### config.mk
export PLATFORM = sky130hd
export DESIGN_NAME = i2cc_top
export DESIGN_NICKNAME = d
export VERILOG_FILES = /design/src/core/i2cc_pkg.sv /design/src/core/i2cc_slave_link.sv /design/src/core/i2cc_top.sv
export SDC_FILE = /design/constraint.sdc
export NUM_CORES = 1
export LEC_CHECK = 0
export BUFFER_PORTS_ARGS = -buffer_cell sky130_fd_sc_hd__buf_2
export CORE_ASPECT_RATIO = 0.8
export CORE_MARGIN = 4
export CORE_UTILIZATION = 45
export CTS_CLUSTER_DIAMETER = 50
export DETAILED_ROUTE_END_ITERATION = 8
export SYNTH_ARGS = -nofsm -noshare
export SYNTH_HDL_FRONTEND = slang
export SYNTH_SLANG_ARGS = --single-unit
### constraint.sdc
create_clock -name clk_i -period 3.7 [get_ports clk_i]
set_clock_uncertainty 0.1 [all_clocks]
set_input_delay 0.185 -clock clk_i [delete_from_list [all_inputs] [get_ports clk_i]]
set_output_delay 0.185 -clock clk_i [all_outputs]
set_load 0.005 [all_outputs]
### src/core/i2cc_pkg.sv
package i2cc_pkg;
	// register offsets
	localparam logic [7:0] REG_CLK_DIV = 8'h00;
	localparam logic [7:0] REG_TGT_ID = 8'h01;
	localparam logic [7:0] REG_STATUS = 8'h02;
	localparam logic [7:0] REG_ROLE = 8'h03;
	localparam logic [7:0] REG_WR_FIRST = 8'h04;
	localparam logic [7:0] REG_WR_SECOND = 8'h05;
	localparam logic [7:0] REG_RW_THIRD = 8'h06;
	localparam logic [7:0] REG_LAUNCH = 8'h07;
	localparam logic [7:0] REG_WIN_LAST = 8'hE0;
	localparam logic [7:0] REG_WIN_LOW = 8'hE1;
	localparam logic [7:0] REG_WIN_MID = 8'hE2;
	localparam logic [7:0] REG_WIN_HIGH = 8'hE3;
	// reset values
	localparam logic [7:0] RST_CLK_DIV = 8'h1F;
	localparam logic [7:0] RST_TGT_ID = 8'h5C;
	localparam logic [7:0] RST_ROLE = 8'h01;
	localparam logic [7:0] RST_WR_FIRST = 8'h5A;
	localparam logic [7:0] RST_WR_SECOND = 8'hF1;
	localparam logic [7:0] RST_RW_THIRD = 8'h00;
	localparam logic [7:0] RST_LAUNCH = 8'h00;
	localparam logic [7:0] RST_WIN_LOW = 8'h80;
	localparam logic [7:0] RST_WIN_MID = 8'hD7;
	localparam logic [7:0] RST_WIN_HIGH = 8'h00;
	// role_control fields
	localparam int CTL_AUTO_INC = 0;
	localparam int CTL_MASTER = 1;
	localparam int CTL_MAP = 2;
	localparam int CTL_W = 4;
	// cycle_launch fields
	localparam int LCH_ID = 0;
	localparam int LCH_B1 = 1;
	localparam int LCH_B2 = 2;
	localparam int LCH_B3 = 3;
	localparam int LCH_START = 4;
	localparam int LCH_STOP = 5;
	localparam int LCH_RD = 6;
	localparam int LCH_ACK = 7;
	// master_status fields
	localparam int ST_BUSY = 0;
	localparam int ST_PKT = 1;
	localparam int ST_NACK = 2;
	// internal address map
	localparam logic [23:0] DMA_OFFSET = 24'h800000;
	localparam logic [23:0] SRAM_BASE = 24'h840000;
	localparam logic [1:0] HDR_BYTES = 2'h3;
	localparam logic [3:0] BIT_ACK = 4'h8;
	localparam logic [1:0] QTR_LAST = 2'h3;
	localparam logic [1:0] QTR_SAMPLE = 2'h1;
	typedef enum logic [1:0] {
		M_IDLE = 2'b00,
		M_START = 2'b01,
		M_BYTE = 2'b10,
		M_STOP = 2'b11
	} i2cc_mst_t;
	typedef enum logic [1:0] {
		S_IDLE = 2'b00,
		S_ADDR = 2'b01,
		S_WR = 2'b10,
		S_RD = 2'b11
	} i2cc_sl_t;
endpackage : i2cc_pkg

### src/core/i2cc_slave_link.sv
module i2cc_slave_link import i2cc_pkg::*; (
	input wire logic clk_i,
	input wire logic rst_i,
	input wire logic en_i,
	input wire logic [6:0] own_addr_i,
	input wire logic scl_i,
	input wire logic sda_i,
	input wire logic [7:0] tx_data_i,
	output logic sda_oe_o,
	output logic stop_o,
	output logic addr_hit_o,
	output logic rw_o,
	output logic rx_valid_o,
	output logic [7:0] rx_data_o,
	output logic tx_req_o
);
	i2cc_sl_t st_q;
	logic scl_q;
	logic sda_q;
	logic [3:0] bit_q;
	logic [7:0] sh_q;
	logic [7:0] txsh_q;
	logic start_w;
	logic stop_w;
	logic rise_w;
	logic fall_w;

	assign start_w = en_i & scl_q & scl_i & sda_q & ~sda_i;
	assign stop_w = en_i & scl_q & scl_i & ~sda_q & sda_i;
	assign rise_w = ~scl_q & scl_i;
	assign fall_w = scl_q & ~scl_i;

	always_ff @(posedge clk_i) begin
		if (rst_i) begin
			scl_q <= 1'b1;
			sda_q <= 1'b1;
		end else begin
			scl_q <= scl_i;
			sda_q <= sda_i;
		end
	end

	always_ff @(posedge clk_i) begin
		if (rst_i) begin
			st_q <= S_IDLE;
			bit_q <= 4'h0;
			sh_q <= 8'h00;
			txsh_q <= 8'h00;
			sda_oe_o <= 1'b0;
			stop_o <= 1'b0;
			addr_hit_o <= 1'b0;
			rw_o <= 1'b0;
			rx_valid_o <= 1'b0;
			rx_data_o <= 8'h00;
			tx_req_o <= 1'b0;
		end else begin
			stop_o <= stop_w;
			addr_hit_o <= 1'b0;
			rx_valid_o <= 1'b0;
			tx_req_o <= 1'b0;
			if (!en_i || stop_w) begin
				st_q <= S_IDLE;
				sda_oe_o <= 1'b0;
			end else if (start_w) begin
				st_q <= S_ADDR;
				// the start's own falling clock edge brings the count to zero
				bit_q <= 4'hF;
				sda_oe_o <= 1'b0;
			end else if (st_q != S_IDLE && rise_w) begin
				if (bit_q != BIT_ACK) begin
					sh_q <= {sh_q[6:0], sda_i};
				end else if (st_q == S_RD && sda_i) begin
					// master refused: let go until the next start
					st_q <= S_IDLE;
				end else if (st_q == S_RD || (st_q == S_ADDR && rw_o)) begin
					tx_req_o <= 1'b1;
				end
			end else if (st_q != S_IDLE && fall_w) begin
				if (bit_q == BIT_ACK - 4'h1) begin
					bit_q <= BIT_ACK;
					if (st_q == S_ADDR) begin
						if (sh_q[7:1] == own_addr_i) begin
							sda_oe_o <= 1'b1;
							addr_hit_o <= 1'b1;
							rw_o <= sh_q[0];
						end else begin
							st_q <= S_IDLE;
						end
					end else if (st_q == S_WR) begin
						sda_oe_o <= 1'b1;
						rx_valid_o <= 1'b1;
						rx_data_o <= sh_q;
					end else begin
						sda_oe_o <= 1'b0;
					end
				end else if (bit_q == BIT_ACK) begin
					bit_q <= 4'h0;
					if (st_q == S_RD || (st_q == S_ADDR && rw_o)) begin
						st_q <= S_RD;
						txsh_q <= tx_data_i;
						sda_oe_o <= ~tx_data_i[7];
					end else begin
						st_q <= S_WR;
						sda_oe_o <= 1'b0;
					end
				end else begin
					bit_q <= bit_q + 4'h1;
					if (st_q == S_RD) begin
						txsh_q <= {txsh_q[6:0], 1'b0};
						sda_oe_o <= ~txsh_q[6];
					end
				end
			end
		end
	end
endmodule : i2cc_slave_link

### src/core/i2cc_top.sv
// How it works
// - slave DMA mode serves external reads and writes with no software help
// - internal address is the three received address bytes plus 0x800000
// - addresses from 0x800000 hit registers, from 0x840000 hit SRAM
// - bytes move one at a time; auto-increment when control bit 0 set
// - control bit 2 selects mapping sub-mode instead of DMA
// - mapping mode uses a 128-byte SRAM window at the three base registers
// - writes fill the first 64 window bytes, reads come from the next 64
// - after each stop, window accesses restart at the start of each half
// - last window offset readable in bits 6:0, updated only at stop
// - control bit 1 makes the block a master, else it is a slave
// - master serial clock is system clock over four times the divider value, a divider of 0 acting as 1
// - master target address is taken from identity register bits 7:1
// - a launch write runs only enabled phases, always in protocol order
// - status bit 0 is high during a phase and clears when it ends
// - status bit 1 rises with start and clears once stop is sent
// - status bit 2 holds the acknowledge of the latest master-sent byte
// - launch 0x3f writes three buffer bytes with ack capture then stops
// - launch 0xf9 reads one byte into the third buffer, acks, stops
// - launch bits: id, byte1, byte2, byte3/read, start, stop, read, ack
// - acknowledge status reads 0 for ack, 1 for no ack
// - in slave role bytes are acknowledged automatically, any time
//
// The address-and-strobe port was left to the implementer.
module i2cc_top import i2cc_pkg::*; #(
	parameter int WIN_HALF = 64
) (
	input wire logic clk_i,
	input wire logic rst_i,
	input wire logic [7:0] reg_addr_i,
	input wire logic [7:0] reg_wdata_i,
	input wire logic reg_we_i,
	input wire logic reg_re_i,
	output logic [7:0] reg_rdata_o,
	input wire logic scl_i,
	output logic scl_o,
	output logic scl_oe_o,
	input wire logic sda_i,
	output logic sda_o,
	output logic sda_oe_o,
	output logic [23:0] dma_addr_o,
	output logic [7:0] dma_wdata_o,
	output logic dma_we_o,
	output logic dma_re_o,
	output logic dma_sram_o,
	input wire logic [7:0] dma_rdata_i
);
	if (WIN_HALF < 1 || WIN_HALF > 64) begin : g_chk
		$error("WIN_HALF must be 1 to 64");
	end

	localparam logic [6:0] WIN_TOP = 7'(WIN_HALF - 1);
	localparam logic [6:0] WIN_RD = 7'(WIN_HALF);

	// software registers
	logic [7:0] clk_div_q;
	logic [7:0] tgt_id_q;
	logic [CTL_W-1:0] ctl_q;
	logic [7:0] wr_first_q;
	logic [7:0] wr_second_q;
	logic [7:0] rw_third_q;
	logic [7:0] launch_q;
	logic [7:0] win_low_q;
	logic [7:0] win_mid_q;
	logic [7:0] win_high_q;
	logic [6:0] win_last_q;
	logic [2:0] status_q;
	// slave side
	logic s_sda_oe;
	logic s_stop;
	logic s_hit;
	logic s_rw;
	logic s_rx_valid;
	logic [7:0] s_rx_data;
	logic s_tx_req;
	logic [1:0] hdr_q;
	logic [23:0] acc_q;
	logic [6:0] wr_ptr_q;
	logic [6:0] rd_ptr_q;
	logic [6:0] last_off_q;
	logic [7:0] tx_data_q;
	logic rd_wait_q;
	// master side
	i2cc_mst_t mst_q;
	logic [5:0] pend_q;
	logic [7:0] div_cnt_q;
	logic [1:0] qtr_q;
	logic [3:0] bit_q;
	logic [7:0] msh_q;
	logic rx_mode_q;
	logic m_scl_low_q;
	logic m_sda_low_q;
	logic rx_cap_q;
	logic pin_lvl_q;
	logic tick_w;
	logic [7:0] div_max_w;
	logic launch_wr_w;
	logic [23:0] win_base_w;

	function automatic logic [6:0] win_next(input logic [6:0] p);
		return (p == WIN_TOP) ? 7'h00 : p + 7'h01;
	endfunction : win_next

	function automatic logic [2:0] first_pend(input logic [5:0] p);
		logic [2:0] idx;
		idx = 3'h0;
		for (int i = 5; i >= 0; i--) begin
			if (p[i]) begin
				idx = 3'(i);
			end
		end
		return idx;
	endfunction : first_pend

	assign win_base_w = {win_high_q, win_mid_q, win_low_q};
	assign launch_wr_w = reg_we_i && reg_addr_i == REG_LAUNCH;
	assign div_max_w = (clk_div_q == 8'h00) ? 8'h01 : clk_div_q;
	assign tick_w = (div_cnt_q == div_max_w - 8'h01);

	i2cc_slave_link u_link (
		.clk_i(clk_i),
		.rst_i(rst_i),
		.en_i(~ctl_q[CTL_MASTER]),
		.own_addr_i(tgt_id_q[7:1]),
		.scl_i(scl_i),
		.sda_i(sda_i),
		.tx_data_i(tx_data_q),
		.sda_oe_o(s_sda_oe),
		.stop_o(s_stop),
		.addr_hit_o(s_hit),
		.rw_o(s_rw),
		.rx_valid_o(s_rx_valid),
		.rx_data_o(s_rx_data),
		.tx_req_o(s_tx_req)
	);

	// register writes
	always_ff @(posedge clk_i) begin
		if (rst_i) begin
			clk_div_q <= RST_CLK_DIV;
			tgt_id_q <= RST_TGT_ID;
			ctl_q <= RST_ROLE[CTL_W-1:0];
			wr_first_q <= RST_WR_FIRST;
			wr_second_q <= RST_WR_SECOND;
			launch_q <= RST_LAUNCH;
			win_low_q <= RST_WIN_LOW;
			win_mid_q <= RST_WIN_MID;
			win_high_q <= RST_WIN_HIGH;
		end else if (reg_we_i) begin
			case (reg_addr_i)
				REG_CLK_DIV: clk_div_q <= reg_wdata_i;
				REG_TGT_ID: tgt_id_q <= reg_wdata_i;
				REG_ROLE: ctl_q <= reg_wdata_i[CTL_W-1:0];
				REG_WR_FIRST: wr_first_q <= reg_wdata_i;
				REG_WR_SECOND: wr_second_q <= reg_wdata_i;
				REG_LAUNCH: launch_q <= reg_wdata_i;
				REG_WIN_LOW: win_low_q <= reg_wdata_i;
				REG_WIN_MID: win_mid_q <= reg_wdata_i;
				REG_WIN_HIGH: win_high_q <= reg_wdata_i;
				default: ;
			endcase
		end
	end

	// received master byte wins over a software write in the same cycle
	always_ff @(posedge clk_i) begin
		if (rst_i) begin
			rw_third_q <= RST_RW_THIRD;
		end else if (rx_cap_q) begin
			rw_third_q <= msh_q;
		end else if (reg_we_i && reg_addr_i == REG_RW_THIRD) begin
			rw_third_q <= reg_wdata_i;
		end
	end

	// read port, data in the cycle after the strobe
	always_ff @(posedge clk_i) begin
		if (rst_i) begin
			reg_rdata_o <= 8'h00;
		end else if (reg_re_i) begin
			case (reg_addr_i)
				REG_CLK_DIV: reg_rdata_o <= clk_div_q;
				REG_TGT_ID: reg_rdata_o <= tgt_id_q;
				REG_STATUS: reg_rdata_o <= {5'h00, status_q};
				REG_ROLE: reg_rdata_o <= {4'h0, ctl_q};
				REG_WR_FIRST: reg_rdata_o <= wr_first_q;
				REG_WR_SECOND: reg_rdata_o <= wr_second_q;
				REG_RW_THIRD: reg_rdata_o <= rw_third_q;
				REG_LAUNCH: reg_rdata_o <= launch_q;
				REG_WIN_LAST: reg_rdata_o <= {1'b0, win_last_q};
				REG_WIN_LOW: reg_rdata_o <= win_low_q;
				REG_WIN_MID: reg_rdata_o <= win_mid_q;
				REG_WIN_HIGH: reg_rdata_o <= win_high_q;
				default: reg_rdata_o <= 8'h00;
			endcase
		end else begin
			reg_rdata_o <= 8'h00;
		end
	end

	// slave address tracking and window pointers
	always_ff @(posedge clk_i) begin
		if (rst_i) begin
			hdr_q <= 2'h0;
			acc_q <= 24'h000000;
			wr_ptr_q <= 7'h00;
			rd_ptr_q <= 7'h00;
			last_off_q <= 7'h00;
			win_last_q <= 7'h00;
		end else if (s_stop) begin
			wr_ptr_q <= 7'h00;
			rd_ptr_q <= 7'h00;
			if (ctl_q[CTL_MAP]) begin
				win_last_q <= last_off_q;
			end
		end else if (ctl_q[CTL_MAP]) begin
			if (s_rx_valid) begin
				last_off_q <= wr_ptr_q;
				wr_ptr_q <= win_next(wr_ptr_q);
			end else if (s_tx_req) begin
				last_off_q <= WIN_RD + rd_ptr_q;
				rd_ptr_q <= win_next(rd_ptr_q);
			end
		end else begin
			if (s_hit && !s_rw) begin
				hdr_q <= 2'h0;
			end else if (s_rx_valid && hdr_q != HDR_BYTES) begin
				acc_q <= {acc_q[15:0], s_rx_data};
				hdr_q <= hdr_q + 2'h1;
			end else if ((s_rx_valid || s_tx_req) && ctl_q[CTL_AUTO_INC]) begin
				acc_q <= acc_q + 24'h000001;
			end
		end
	end

	// system-side access port
	always_ff @(posedge clk_i) begin
		if (rst_i) begin
			dma_addr_o <= 24'h000000;
			dma_wdata_o <= 8'h00;
			dma_we_o <= 1'b0;
			dma_re_o <= 1'b0;
			dma_sram_o <= 1'b0;
		end else begin
			dma_we_o <= 1'b0;
			dma_re_o <= 1'b0;
			if (ctl_q[CTL_MAP] && (s_rx_valid || s_tx_req)) begin
				dma_we_o <= s_rx_valid;
				dma_re_o <= s_tx_req;
				dma_wdata_o <= s_rx_data;
				dma_addr_o <= win_base_w + {17'h00000, s_rx_valid ? wr_ptr_q : WIN_RD + rd_ptr_q};
				dma_sram_o <= 1'b1;
			end else if (!ctl_q[CTL_MAP] && ((s_rx_valid && hdr_q == HDR_BYTES) || s_tx_req)) begin
				dma_we_o <= s_rx_valid;
				dma_re_o <= s_tx_req;
				dma_wdata_o <= s_rx_data;
				dma_addr_o <= acc_q + DMA_OFFSET;
				dma_sram_o <= (acc_q + DMA_OFFSET) >= SRAM_BASE;
			end
		end
	end

	// fetched byte is ready long before the next falling clock edge
	always_ff @(posedge clk_i) begin
		if (rst_i) begin
			rd_wait_q <= 1'b0;
			tx_data_q <= 8'h00;
		end else begin
			rd_wait_q <= dma_re_o;
			if (rd_wait_q) begin
				tx_data_q <= dma_rdata_i;
			end
		end
	end

	// quarter-bit divider, only counts while a phase runs
	always_ff @(posedge clk_i) begin
		if (rst_i || mst_q == M_IDLE || tick_w) begin
			div_cnt_q <= 8'h00;
		end else begin
			div_cnt_q <= div_cnt_q + 8'h01;
		end
	end

	// master phase sequencer
	always_ff @(posedge clk_i) begin
		if (rst_i) begin
			mst_q <= M_IDLE;
			pend_q <= 6'h00;
			qtr_q <= 2'h0;
			bit_q <= 4'h0;
			msh_q <= 8'h00;
			rx_mode_q <= 1'b0;
			m_scl_low_q <= 1'b0;
			m_sda_low_q <= 1'b0;
			rx_cap_q <= 1'b0;
			status_q <= 3'h0;
		end else begin
			rx_cap_q <= 1'b0;
			case (mst_q)
				M_IDLE: begin
					// launches during a running sequence are ignored
					if (launch_wr_w && pend_q == 6'h00 && ctl_q[CTL_MASTER]) begin
						pend_q <= {reg_wdata_i[LCH_STOP], reg_wdata_i[LCH_B3],
							reg_wdata_i[LCH_B2], reg_wdata_i[LCH_B1],
							reg_wdata_i[LCH_ID], reg_wdata_i[LCH_START]};
					end else if (pend_q != 6'h00 && ctl_q[CTL_MASTER]) begin
						pend_q[first_pend(pend_q)] <= 1'b0;
						qtr_q <= 2'h0;
						bit_q <= 4'h0;
						rx_mode_q <= 1'b0;
						status_q[ST_BUSY] <= 1'b1;
						case (first_pend(pend_q))
							3'h0: begin
								mst_q <= M_START;
								status_q[ST_PKT] <= 1'b1;
								m_scl_low_q <= 1'b0;
								m_sda_low_q <= 1'b0;
							end
							3'h5: begin
								mst_q <= M_STOP;
								m_scl_low_q <= 1'b1;
								m_sda_low_q <= 1'b1;
							end
							default: begin
								mst_q <= M_BYTE;
								m_scl_low_q <= 1'b1;
								case (first_pend(pend_q))
									3'h1: msh_q <= {tgt_id_q[7:1], launch_q[LCH_RD]};
									3'h2: msh_q <= wr_first_q;
									3'h3: msh_q <= wr_second_q;
									default: msh_q <= rw_third_q;
								endcase
								if (first_pend(pend_q) == 3'h4 && launch_q[LCH_RD]) begin
									rx_mode_q <= 1'b1;
									m_sda_low_q <= 1'b0;
								end else begin
									m_sda_low_q <= ~(first_pend(pend_q) == 3'h1 ?
										tgt_id_q[7] : first_pend(pend_q) == 3'h2 ?
										wr_first_q[7] : first_pend(pend_q) == 3'h3 ?
										wr_second_q[7] : rw_third_q[7]);
								end
							end
						endcase
					end else if (!ctl_q[CTL_MASTER]) begin
						pend_q <= 6'h00;
						m_scl_low_q <= 1'b0;
						m_sda_low_q <= 1'b0;
					end
				end
				M_START: if (tick_w) begin
					qtr_q <= qtr_q + 2'h1;
					m_sda_low_q <= (qtr_q != 2'h0);
					m_scl_low_q <= (qtr_q == 2'h2);
					if (qtr_q == QTR_LAST) begin
						mst_q <= M_IDLE;
						status_q[ST_BUSY] <= 1'b0;
						m_scl_low_q <= 1'b1;
						m_sda_low_q <= 1'b1;
					end
				end
				M_STOP: if (tick_w) begin
					qtr_q <= qtr_q + 2'h1;
					m_scl_low_q <= 1'b0;
					m_sda_low_q <= (qtr_q == 2'h0);
					if (qtr_q == QTR_LAST) begin
						mst_q <= M_IDLE;
						status_q[ST_BUSY] <= 1'b0;
						status_q[ST_PKT] <= 1'b0;
					end
				end
				M_BYTE: if (tick_w) begin
					qtr_q <= qtr_q + 2'h1;
					// clock high in quarters 1 and 2, data moves while it is low
					m_scl_low_q <= (qtr_q == 2'h2 || qtr_q == QTR_LAST);
					if (qtr_q == QTR_SAMPLE) begin
						if (bit_q == BIT_ACK && !rx_mode_q) begin
							status_q[ST_NACK] <= sda_i;
						end else if (bit_q != BIT_ACK && rx_mode_q) begin
							msh_q <= {msh_q[6:0], sda_i};
						end
					end
					if (qtr_q == QTR_LAST) begin
						bit_q <= bit_q + 4'h1;
						if (bit_q == BIT_ACK) begin
							mst_q <= M_IDLE;
							status_q[ST_BUSY] <= 1'b0;
							rx_cap_q <= rx_mode_q;
							m_sda_low_q <= 1'b0;
						end else if (bit_q == BIT_ACK - 4'h1) begin
							m_sda_low_q <= rx_mode_q & launch_q[LCH_ACK];
						end else if (rx_mode_q) begin
							m_sda_low_q <= 1'b0;
						end else begin
							msh_q <= {msh_q[6:0], 1'b0};
							m_sda_low_q <= ~msh_q[6];
						end
					end
				end
				default: mst_q <= M_IDLE;
			endcase
		end
	end

	// pin stage, open drain: enable pulls low
	always_ff @(posedge clk_i) begin
		if (rst_i) begin
			scl_oe_o <= 1'b0;
			sda_oe_o <= 1'b0;
			pin_lvl_q <= 1'b0;
		end else begin
			pin_lvl_q <= 1'b0;
			scl_oe_o <= ctl_q[CTL_MASTER] & m_scl_low_q;
			sda_oe_o <= ctl_q[CTL_MASTER] ? m_sda_low_q : s_sda_oe;
		end
	end

	assign scl_o = pin_lvl_q;
	assign sda_o = pin_lvl_q;
endmodule : i2cc_top
==> results of run 1 <==
[kinds of logic (layout without fill, tap and decap cells)]
kind of cell / count (synthesis) / count (layout) / share of synthesized area [%]
fa+ha+maj: 28 / 28 / 2.713
compound gates: 352 / 352 / 17.88
buf+inv: 168 / 233 / 5.123
simple gates: 656 / 656 / 23.18
flops: 258 / 258 / 39.17
other cells: 1 / 4 / 0.02844
mux: 97 / 97 / 9.099
xor+xnor: 39 / 39 / 2.808
[synthesized netlist by cell type (4+ instances only)]
cell type,number
nor3b_1,7
and3b_1,4
and3_1,14
o21ai_0,56
mux2i_1,73
a22oi_1,14
a221oi_2,8
inv_1,42
nand3b_1,7
nor3_1,59
o22ai_1,14
clkbuf_1,111
o31a_1,4
buf_2,6
xnor2_1,9
or2_2,8
nand2b_1,10
nand3_1,75
nand4_1,19
a2111oi_0,4
or4_1,4
and2_1,7
nor4b_1,4
nand2_1,195
nor2_1,191
o211ai_1,7
mux2_2,7
a311oi_1,16
a21o_1,8
nor4_1,8
dfxtp_1,258
a221o_1,4
xor2_1,28
a31oi_1,9
ha_1,27
o31ai_1,8
a221oi_1,15
nor2b_1,16
mux4_2,15
a21oi_1,117
a22o_1,5
a211oi_1,34
or3_1,15
[flip-flops by register name, summed over array words and instances, names as in the netlist, 8 cells and up]
name and count:
acc_q 24, tx_data_q 8, win_mid_q 8, div_cnt_q 8, msh_q 8, clk_div_q 8, tgt_id_q 8, reg_rdata_o 8
u_link.rx_data_o 8, win_low_q 8, u_link.sh_q 8, wr_second_q 8, rw_third_q 8, win_high_q 8, wr_first_q 8, dma_addr_o 24
launch_q 8, dma_wdata_o 8
[worst reg2reg max path, delay by kind of cell (launching register included)]
family          cells  cell delay [ps]
fa+ha+maj           1              320
flops               1              550
simple gates        1              280
compound gates      5             1420
mux                 1              420
[cell type report]
class / count / area (sq um)
Inverter: 42 / 157.7
Tap cell: 370 / 462.9
Sequential cell: 258 / 5165
Timing Repair Buffer: 139 / 934.6
Antenna cell: 2 / 5.005
Fill cell: 2684 / 13540
Multi-Input combinational cell: 1174 / 7366
Clock buffer: 38 / 819.5
Clock inverter: 14 / 112.6
[routing by layer]
metal / track usage [%] / vias up / part of all wire [%]
met5: 0 / - / 0.032
met4: 5.556 / 2 / 2.2
met3: 7.675 / 70 / 10
met2: 34.95 / 493 / 41
met1: 37.53 / 5768 / 47
li1: - / 5815 / -
[how the worst min path moves through the flow]
stage	from	endpoint	cells past startpoint
after floorplan	scl_i	u_link.scl_q$_SDFF_PP1_	1
after global placement	dma_rdata_i[1]	tx_data_q[1]$_SDFFE_PP0P_	3
after detailed placement	dma_rdata_i[0]	tx_data_q[0]$_SDFFE_PP0P_	3
after CTS	reg_addr_i[2]	ctl_q[3]$_SDFFE_PP0P_	4
after global routing	reg_re_i	reg_rdata_o[6]$_SDFF_PP0_	3
final	reg_addr_i[2]	ctl_q[3]$_SDFFE_PP0P_	4
[per-stage QoR]
stage	instance area (sq um)	instances
2_1_floorplan	13190	1600
3_3_place_gp	13810	1955
3_5_place_dp	13810	1955
4_1_cts	15020	2035
5_1_grt	15020	2036
6_report	15020	2037
[cell usage in the layout, fill, tap and decap left out, types with 9 or more instances in the layout]
master and n:
a211oi_1 34, a21oi_1 115, a221oi_1 15, a22oi_1 14
a311oi_1 16, a31oi_1 9, and3_1 14, buf_2 73
buf_4 37, clkbuf_16 29, dfxtp_1 258, dlygate4sd3_1 28
ha_1 27, inv_1 42, mux2i_1 73, mux4_2 15
nand2_1 195, nand2b_1 10, nand3_1 75, nand4_1 19
nor2_1 191, nor2b_1 15, nor3_1 59, o21ai_0 55
o22ai_1 14, or3_1 15, xnor2_1 9, xor2_1 28
[power groups by stage]
stage | Combinational, mW | Sequential (mW) | Clock, mW
after CTS | 0.209 | 2.79 | 2.87
final | 0.212 | 2.79 | 2.81
after global placement | 0.192 | 2.85 | 0
after global routing | 0.228 | 2.79 | 2.98
after detailed placement | 0.192 | 2.85 | 0
after floorplan | 0.125 | 2.85 | 0
==> flow_metrics.py, run 1 <==
metrics = {
    "detailed_routing": {
        "drtIter0Drc": 1363,
        "routed_wirelength_mm": 41.05,
        "final_antenna_net_count": 0,
        "wl_per_cell_microns": 20.15,
        "drt_pass1_iterations": 6,
        "drc_errors": 0,
        "viasPerCell": 5.964,
        "vias": 12150,
    },
    "synthesis": {
        "synth_edf_count": 0,
        "ys_ff_latch": 258,
        "syn-instance-count": 1599,
        "synth_cell_types": 79,
        "yosysWarningCount": 0,
        "netlist_area_sq_um": 13190,
        "async_flop_share_pct": 0,
        "yosysTopAreaCell": "dfxtp_1",
        "synth_top_area_share_pct": 39.17,
        "synthTopCellsByArea": "dfxtp_1 (39%), nand2_1 (5.6%), mux2i_1 (5.5%)",
        "synth-seq-area-share_pct": 39.17,
        "synth_ff_type": "dfxtp_1",
        "synth_area_per_cell_sq_um": 8.247,
    },
    "pwr": {
        "comb_power_share_pct": 3.6,
        "internal_power_mw": 4.480,
        "switchingPower_mw": 1.337,
        "peakVddDrop_mv": 0.3335,
        "clkPwrFrac_pct": 48.3,
        "powerDensity_nw_per_um2": 387.2,
        "sw_frac_of_total_pct": 22.98,
        "finalPower_mw": 5.817,
        "seqPwrFrac_pct": 48.0,
        "p_leak_nw": 5.543,
    },
    "timing": {
        "period_share_pct": 87.62,
        "hold_slack_ps": 49.38,
        "hold_viol_final": 0,
        "period_minus_slack_ps": 3242,
        "final.setup.tns_ps": 0,
        "relSlewSlack_pct": 28.22,
        "timing.fmax_ghz": 0.3085,
        "finalSetupViolations": 0,
        "grt_setup_unrepaired": "no",
        "slew_violations": 0,
        "worst_slew_pin_slew_ps": 1072,
        "setup_ws_ps": 458.0,
    },
    "place": {
        "dp_worst_setup_slack_ps": 553.1,
        "port_buffers": 74,
        "hpwl_mm": 28.85,
        "gp_congestion": 0.9326,
    },
    "setup_path": {
        "critPathKind": "reg -> reg",
        "crit_buf_inv": 0,
        "startpoint": "u_link.rx_valid_o$_SDFF_PP0_",
        "crit_cells": 8,
        "crit_required_ps": 4020,
        "cp.arrival_ps": 3560,
        "worst_path_dominant_cell_family": "compound AO/OA/AOI/OAI gates",
        "cp_max_fo": 10,
        "reg2reg_depth": 8,
        "worstReg2RegStart": "u_link.rx_valid_o$_SDFF_PP0_",
        "reg2reg_to": "dma_addr_o[21]$_SDFFE_PP0P_",
        "cp-end-kind": "flop",
        "crit_path_start_kind": "flop",
        "slowest_stage": "o2111ai_1",
        "rrSetupSlack_ps": 460,
        "crit_chain": "mux2_2 -> ha_1 -> o21a_1 -> o2111ai_1 -> a21oi_1 -> and4_1 -> o31ai_1 -> a21oi_1",
        "worstSetupEndpoint": "dma_addr_o[21]$_SDFFE_PP0P_",
        "cpPeakStageDelay_ps": 590,
        "path_common_cell": "a21oi_1",
    },
    "die": {
        "ios": 77,
        "core-area_sq_um": 28560,
        "die_h_microns": 161.1,
        "dieArea_sq_um": 32130,
        "initial_utilization_pct": 46.18,
        "die_w_microns": 199.4,
        "rows": 55,
    },
    "layout": {
        "drive_gt1_share_pct": 12.91,
        "synthToLayoutAreaGrowth_pct": 13.92,
        "fin_nets": 1702,
        "utilization_pct": 52.60,
    },
    "clock_network": {
        "clkSlewWorstSetupHoldPaths_ps": 70,
        "cts_buffer_depth": 3,
        "cts_hold_buf": 28,
        "clk_latency_ps": 560,
        "cts_tree": "built",
        "cts_setup_buffers": 0,
        "h-tree-depth": 1,
        "post_cts_resized": 0,
        "cts_sinks": 258,
        "cts_made_buffers": 29,
        "cts_root_buf": "clkbuf_16",
    },
    "job": {
        "maxCapViolCount": 0,
    },
    "global_routing": {
        "grt_start_max_net_pins": 80,
        "antenna_found_initial": 3,
        "track_usage_pct": 24.94,
        "overflow": 0,
        "grt_pass1_wl_mm": 64.77,
        "grt_pass1_vias": 11280,
    },
    "status": {
        "status": "completed",
    },
    "worst_hold_path": {
        "hp-class": "in -> reg",
    },
}
No activity file was read; power rests on OpenSTA's default activity.
==> inputs of run 2 (changes only) <==
CELL_PAD_IN_SITES_DETAIL_PLACEMENT = 1   (was unset)
CELL_PAD_IN_SITES_GLOBAL_PLACEMENT = 1   (was unset)
PLACE_DENSITY_LB_ADDON = 0.1   (was unset)
==> flow_metrics.py, run 2 (synthesized netlist as in run 1, its figures left out) <==
metrics = {
    "setup_path": {
        "crit_required_ps": 4070,
        "cpPeakStageDelay_ps": 530,
        "reg2reg_to": "msh_q[0]$_SDFFE_PP0P_",
        "critPathKind": "reg -> reg",
        "cp-end-kind": "flop",
        "reg2reg_depth": 10,
        "rrSetupSlack_ps": 410,
        "worst_path_dominant_cell_family": "simple AND/OR/NAND/NOR gates",
        "cp.arrival_ps": 3660,
        "crit_buf_inv": 0,
        "worstReg2RegStart": "clk_div_q[5]$_SDFFE_PP0P_",
        "crit_chain": "or4_1 -> nor4_1 -> nor2_1 -> ha_1 -> or3b_4 -> or3b_1 -> a221oi_2 -> and4_4 -> a21o_2 -> mux2i_1",
        "slowest_stage": "dfxtp_1",
        "cp_max_fo": 11,
        "crit_path_start_kind": "flop",
    },
    "die": {
        "die_h_microns": 161.1,
        "rows": 55,
        "ios": 77,
        "die_w_microns": 199.4,
        "initial_utilization_pct": 46.18,
        "dieArea_sq_um": 32130,
        "core-area_sq_um": 28560,
    },
    "clock_network": {
        "cts_buffer_depth": 3,
        "cts_sinks": 258,
        "cts_made_buffers": 30,
        "cts_root_buf": "clkbuf_16",
        "clk_latency_ps": 550,
        "cts_setup_buffers": 0,
        "cts_tree": "built",
        "clkSlewWorstSetupHoldPaths_ps": 60,
        "h-tree-depth": 1,
    },
    "place": {
        "port_buffers": 74,
        "hpwl_mm": 31.57,
        "gp_congestion": 0.8883,
    },
    "detailed_routing": {
        "viasPerCell": 6.077,
        "drc_errors": 0,
        "wl_per_cell_microns": 21.93,
        "drt_pass1_iterations": 7,
        "drtIter0Drc": 807,
        "vias": 12330,
        "routed_wirelength_mm": 44.47,
        "final_antenna_net_count": 0,
    },
    "worst_hold_path": {
        "min_to": "ctl_q[3]$_SDFFE_PP0P_",
        "min_from": "reg_addr_i[2]",
        "hp-class": "in -> reg",
        "hold_depth": 4,
    },
    "pwr": {
        "internal_power_mw": 4.963,
        "sw_frac_of_total_pct": 21.95,
        "comb_power_share_pct": 3.4,
        "p_leak_nw": 5.562,
        "clkPwrFrac_pct": 52.7,
        "peakVddDrop_mv": 0.4122,
        "finalPower_mw": 6.359,
        "powerDensity_nw_per_um2": 420.4,
        "seqPwrFrac_pct": 43.9,
        "switchingPower_mw": 1.396,
    },
    "global_routing": {
        "overflow": 0,
        "grt_start_max_net_pins": 75,
        "grt_pass1_wl_mm": 70.41,
        "antenna_found_initial": 2,
        "grt_pass1_vias": 12130,
        "track_usage_pct": 27.03,
    },
    "status": {
        "status": "completed",
    },
    "timing": {
        "grt_setup_unrepaired": "no",
        "final.setup.tns_ps": 0,
        "period_minus_slack_ps": 3286,
        "slew_violations": 0,
        "relSlewSlack_pct": 24.51,
        "worst_slew_pin_slew_ps": 1117,
        "timing.fmax_ghz": 0.3044,
        "hold_viol_final": 0,
        "period_share_pct": 88.80,
        "finalSetupViolations": 0,
    },
    "layout": {
        "final_cell_mix": "dfxtp_1 (258), nand2_1 (195), nor2_1 (191), a21oi_1 (115), nand3_1 (75)",
        "layout_commonest_cell": "dfxtp_1",
        "fillers": 3392,
        "largestRegisters": "acc_q: 24 flops, dma_addr_o: 24 flops",
        "fin_nets": 1691,
        "drive_gt1_share_pct": 12.85,
        "synthToLayoutAreaGrowth_pct": 14.70,
    },
    "job": {
        "maxCapViolCount": 0,
    },
}
[run 2: cell types whose count changed in the layout (fill, tap and decap cells not counted)]
cell / before / now
clkinvlp_4: 4 / 3
clkbuf_1: 3 / 4
buf_12: 0 / 1
clkinv_2: 7 / 2
inv_6: 1 / 2
buf_4: 37 / 31
clkbuf_16: 29 / 31
clkbuf_8: 6 / 4
dlygate4sd3_1: 28 / 21
diode_2: 2 / 1
clkinv_4: 1 / 3
bufinv_16: 1 / 7
[run 2: power by group through the flow]
stage / sequential (mW) / clock, mW / combinational [mW]
global route: 2.79 / 3.53 / 0.231
detailed placement: 2.86 / 0 / 0.193
floorplan: 2.85 / 0 / 0.125
finish: 2.79 / 3.35 / 0.213
global placement: 2.85 / 0 / 0.189
CTS: 2.79 / 3.39 / 0.211
[run 2: how the worst max path moves through the flow]
stage | startpoint | to | slack [ps] | depth (start not counted)
floorplan | u_link.rx_valid_o$_SDFF_PP0_ | dma_addr_o[21]$_SDFFE_PP0P_ | 620 | 10
global placement | clk_div_q[5]$_SDFFE_PP0P_ | msh_q[4]$_SDFFE_PP0P_ | 550 | 10
detailed placement | clk_div_q[5]$_SDFFE_PP0P_ | msh_q[5]$_SDFFE_PP0P_ | 420 | 10
CTS | clk_div_q[5]$_SDFFE_PP0P_ | msh_q[5]$_SDFFE_PP0P_ | 420 | 10
global route | u_link.rx_valid_o$_SDFF_PP0_ | dma_addr_o[19]$_SDFFE_PP0P_ | 170 | 9
finish | clk_div_q[5]$_SDFFE_PP0P_ | msh_q[0]$_SDFFE_PP0P_ | 410 | 10
[run 2: stage by stage]
| step | instances | area (sq um) | setup WS (ps) | utilization [%] | hold WS [ps] |
|---|---|---|---|---|---|
| 6_report | 2028 | 15130 | 414.4 | 52.96 | 63.21 |
| 5_1_grt | 2027 | 15120 | 170.2 | 52.96 | 105.3 |
| 4_1_cts | 2027 | 15120 | 415.4 | 52.96 | 48.34 |
| 3_3_place_gp | 1950 | 13780 | 551.5 | 48.25 | 318.0 |
| 2_1_floorplan | 1600 | 13190 | 618.2 | - | 191.6 |
| 3_5_place_dp | 1950 | 13780 | 418.6 | 48.25 | 329.6 |
[run 2: worst min-delay path: stages]
cell	delay, ps
buf_2	100
or3_1	140
o21ai_0	90
a21oi_1	150
[run 2: metal layers]
| layer | up-vias | track usage (%) | wire [microns] |
|---|---|---|---|
| li1 | 5790 | - | - |
| met1 | 6153 | 40.88 | 21720 |
| met2 | 327 | 40.74 | 19380 |
| met3 | 55 | 4.838 | 2599 |
| met4 | 0 | 4.938 | 767 |
| met5 | - | 0 | 0 |
[run 2: timing repair]
item                                   4_1_cts  5_1_grt
hold buffers                                21        0
endpoints found under the hold margin       72        0
gates resized for setup                      0        0
[run 2: final cells by class]
class / instances / area [sq um] / share of cell area [%]
repair buffers: 127 / 839.6 / 5.550
inverters: 42 / 157.7 / 1.042
well taps: 370 / 462.9 / 3.061
flip-flops and latches: 258 / 5165 / 34.15
clock inverters: 17 / 286.5 / 1.894
clock buffers: 39 / 845.8 / 5.592
diodes: 1 / 2.502 / 0.01654
multi-input cells: 1174 / 7366 / 48.70
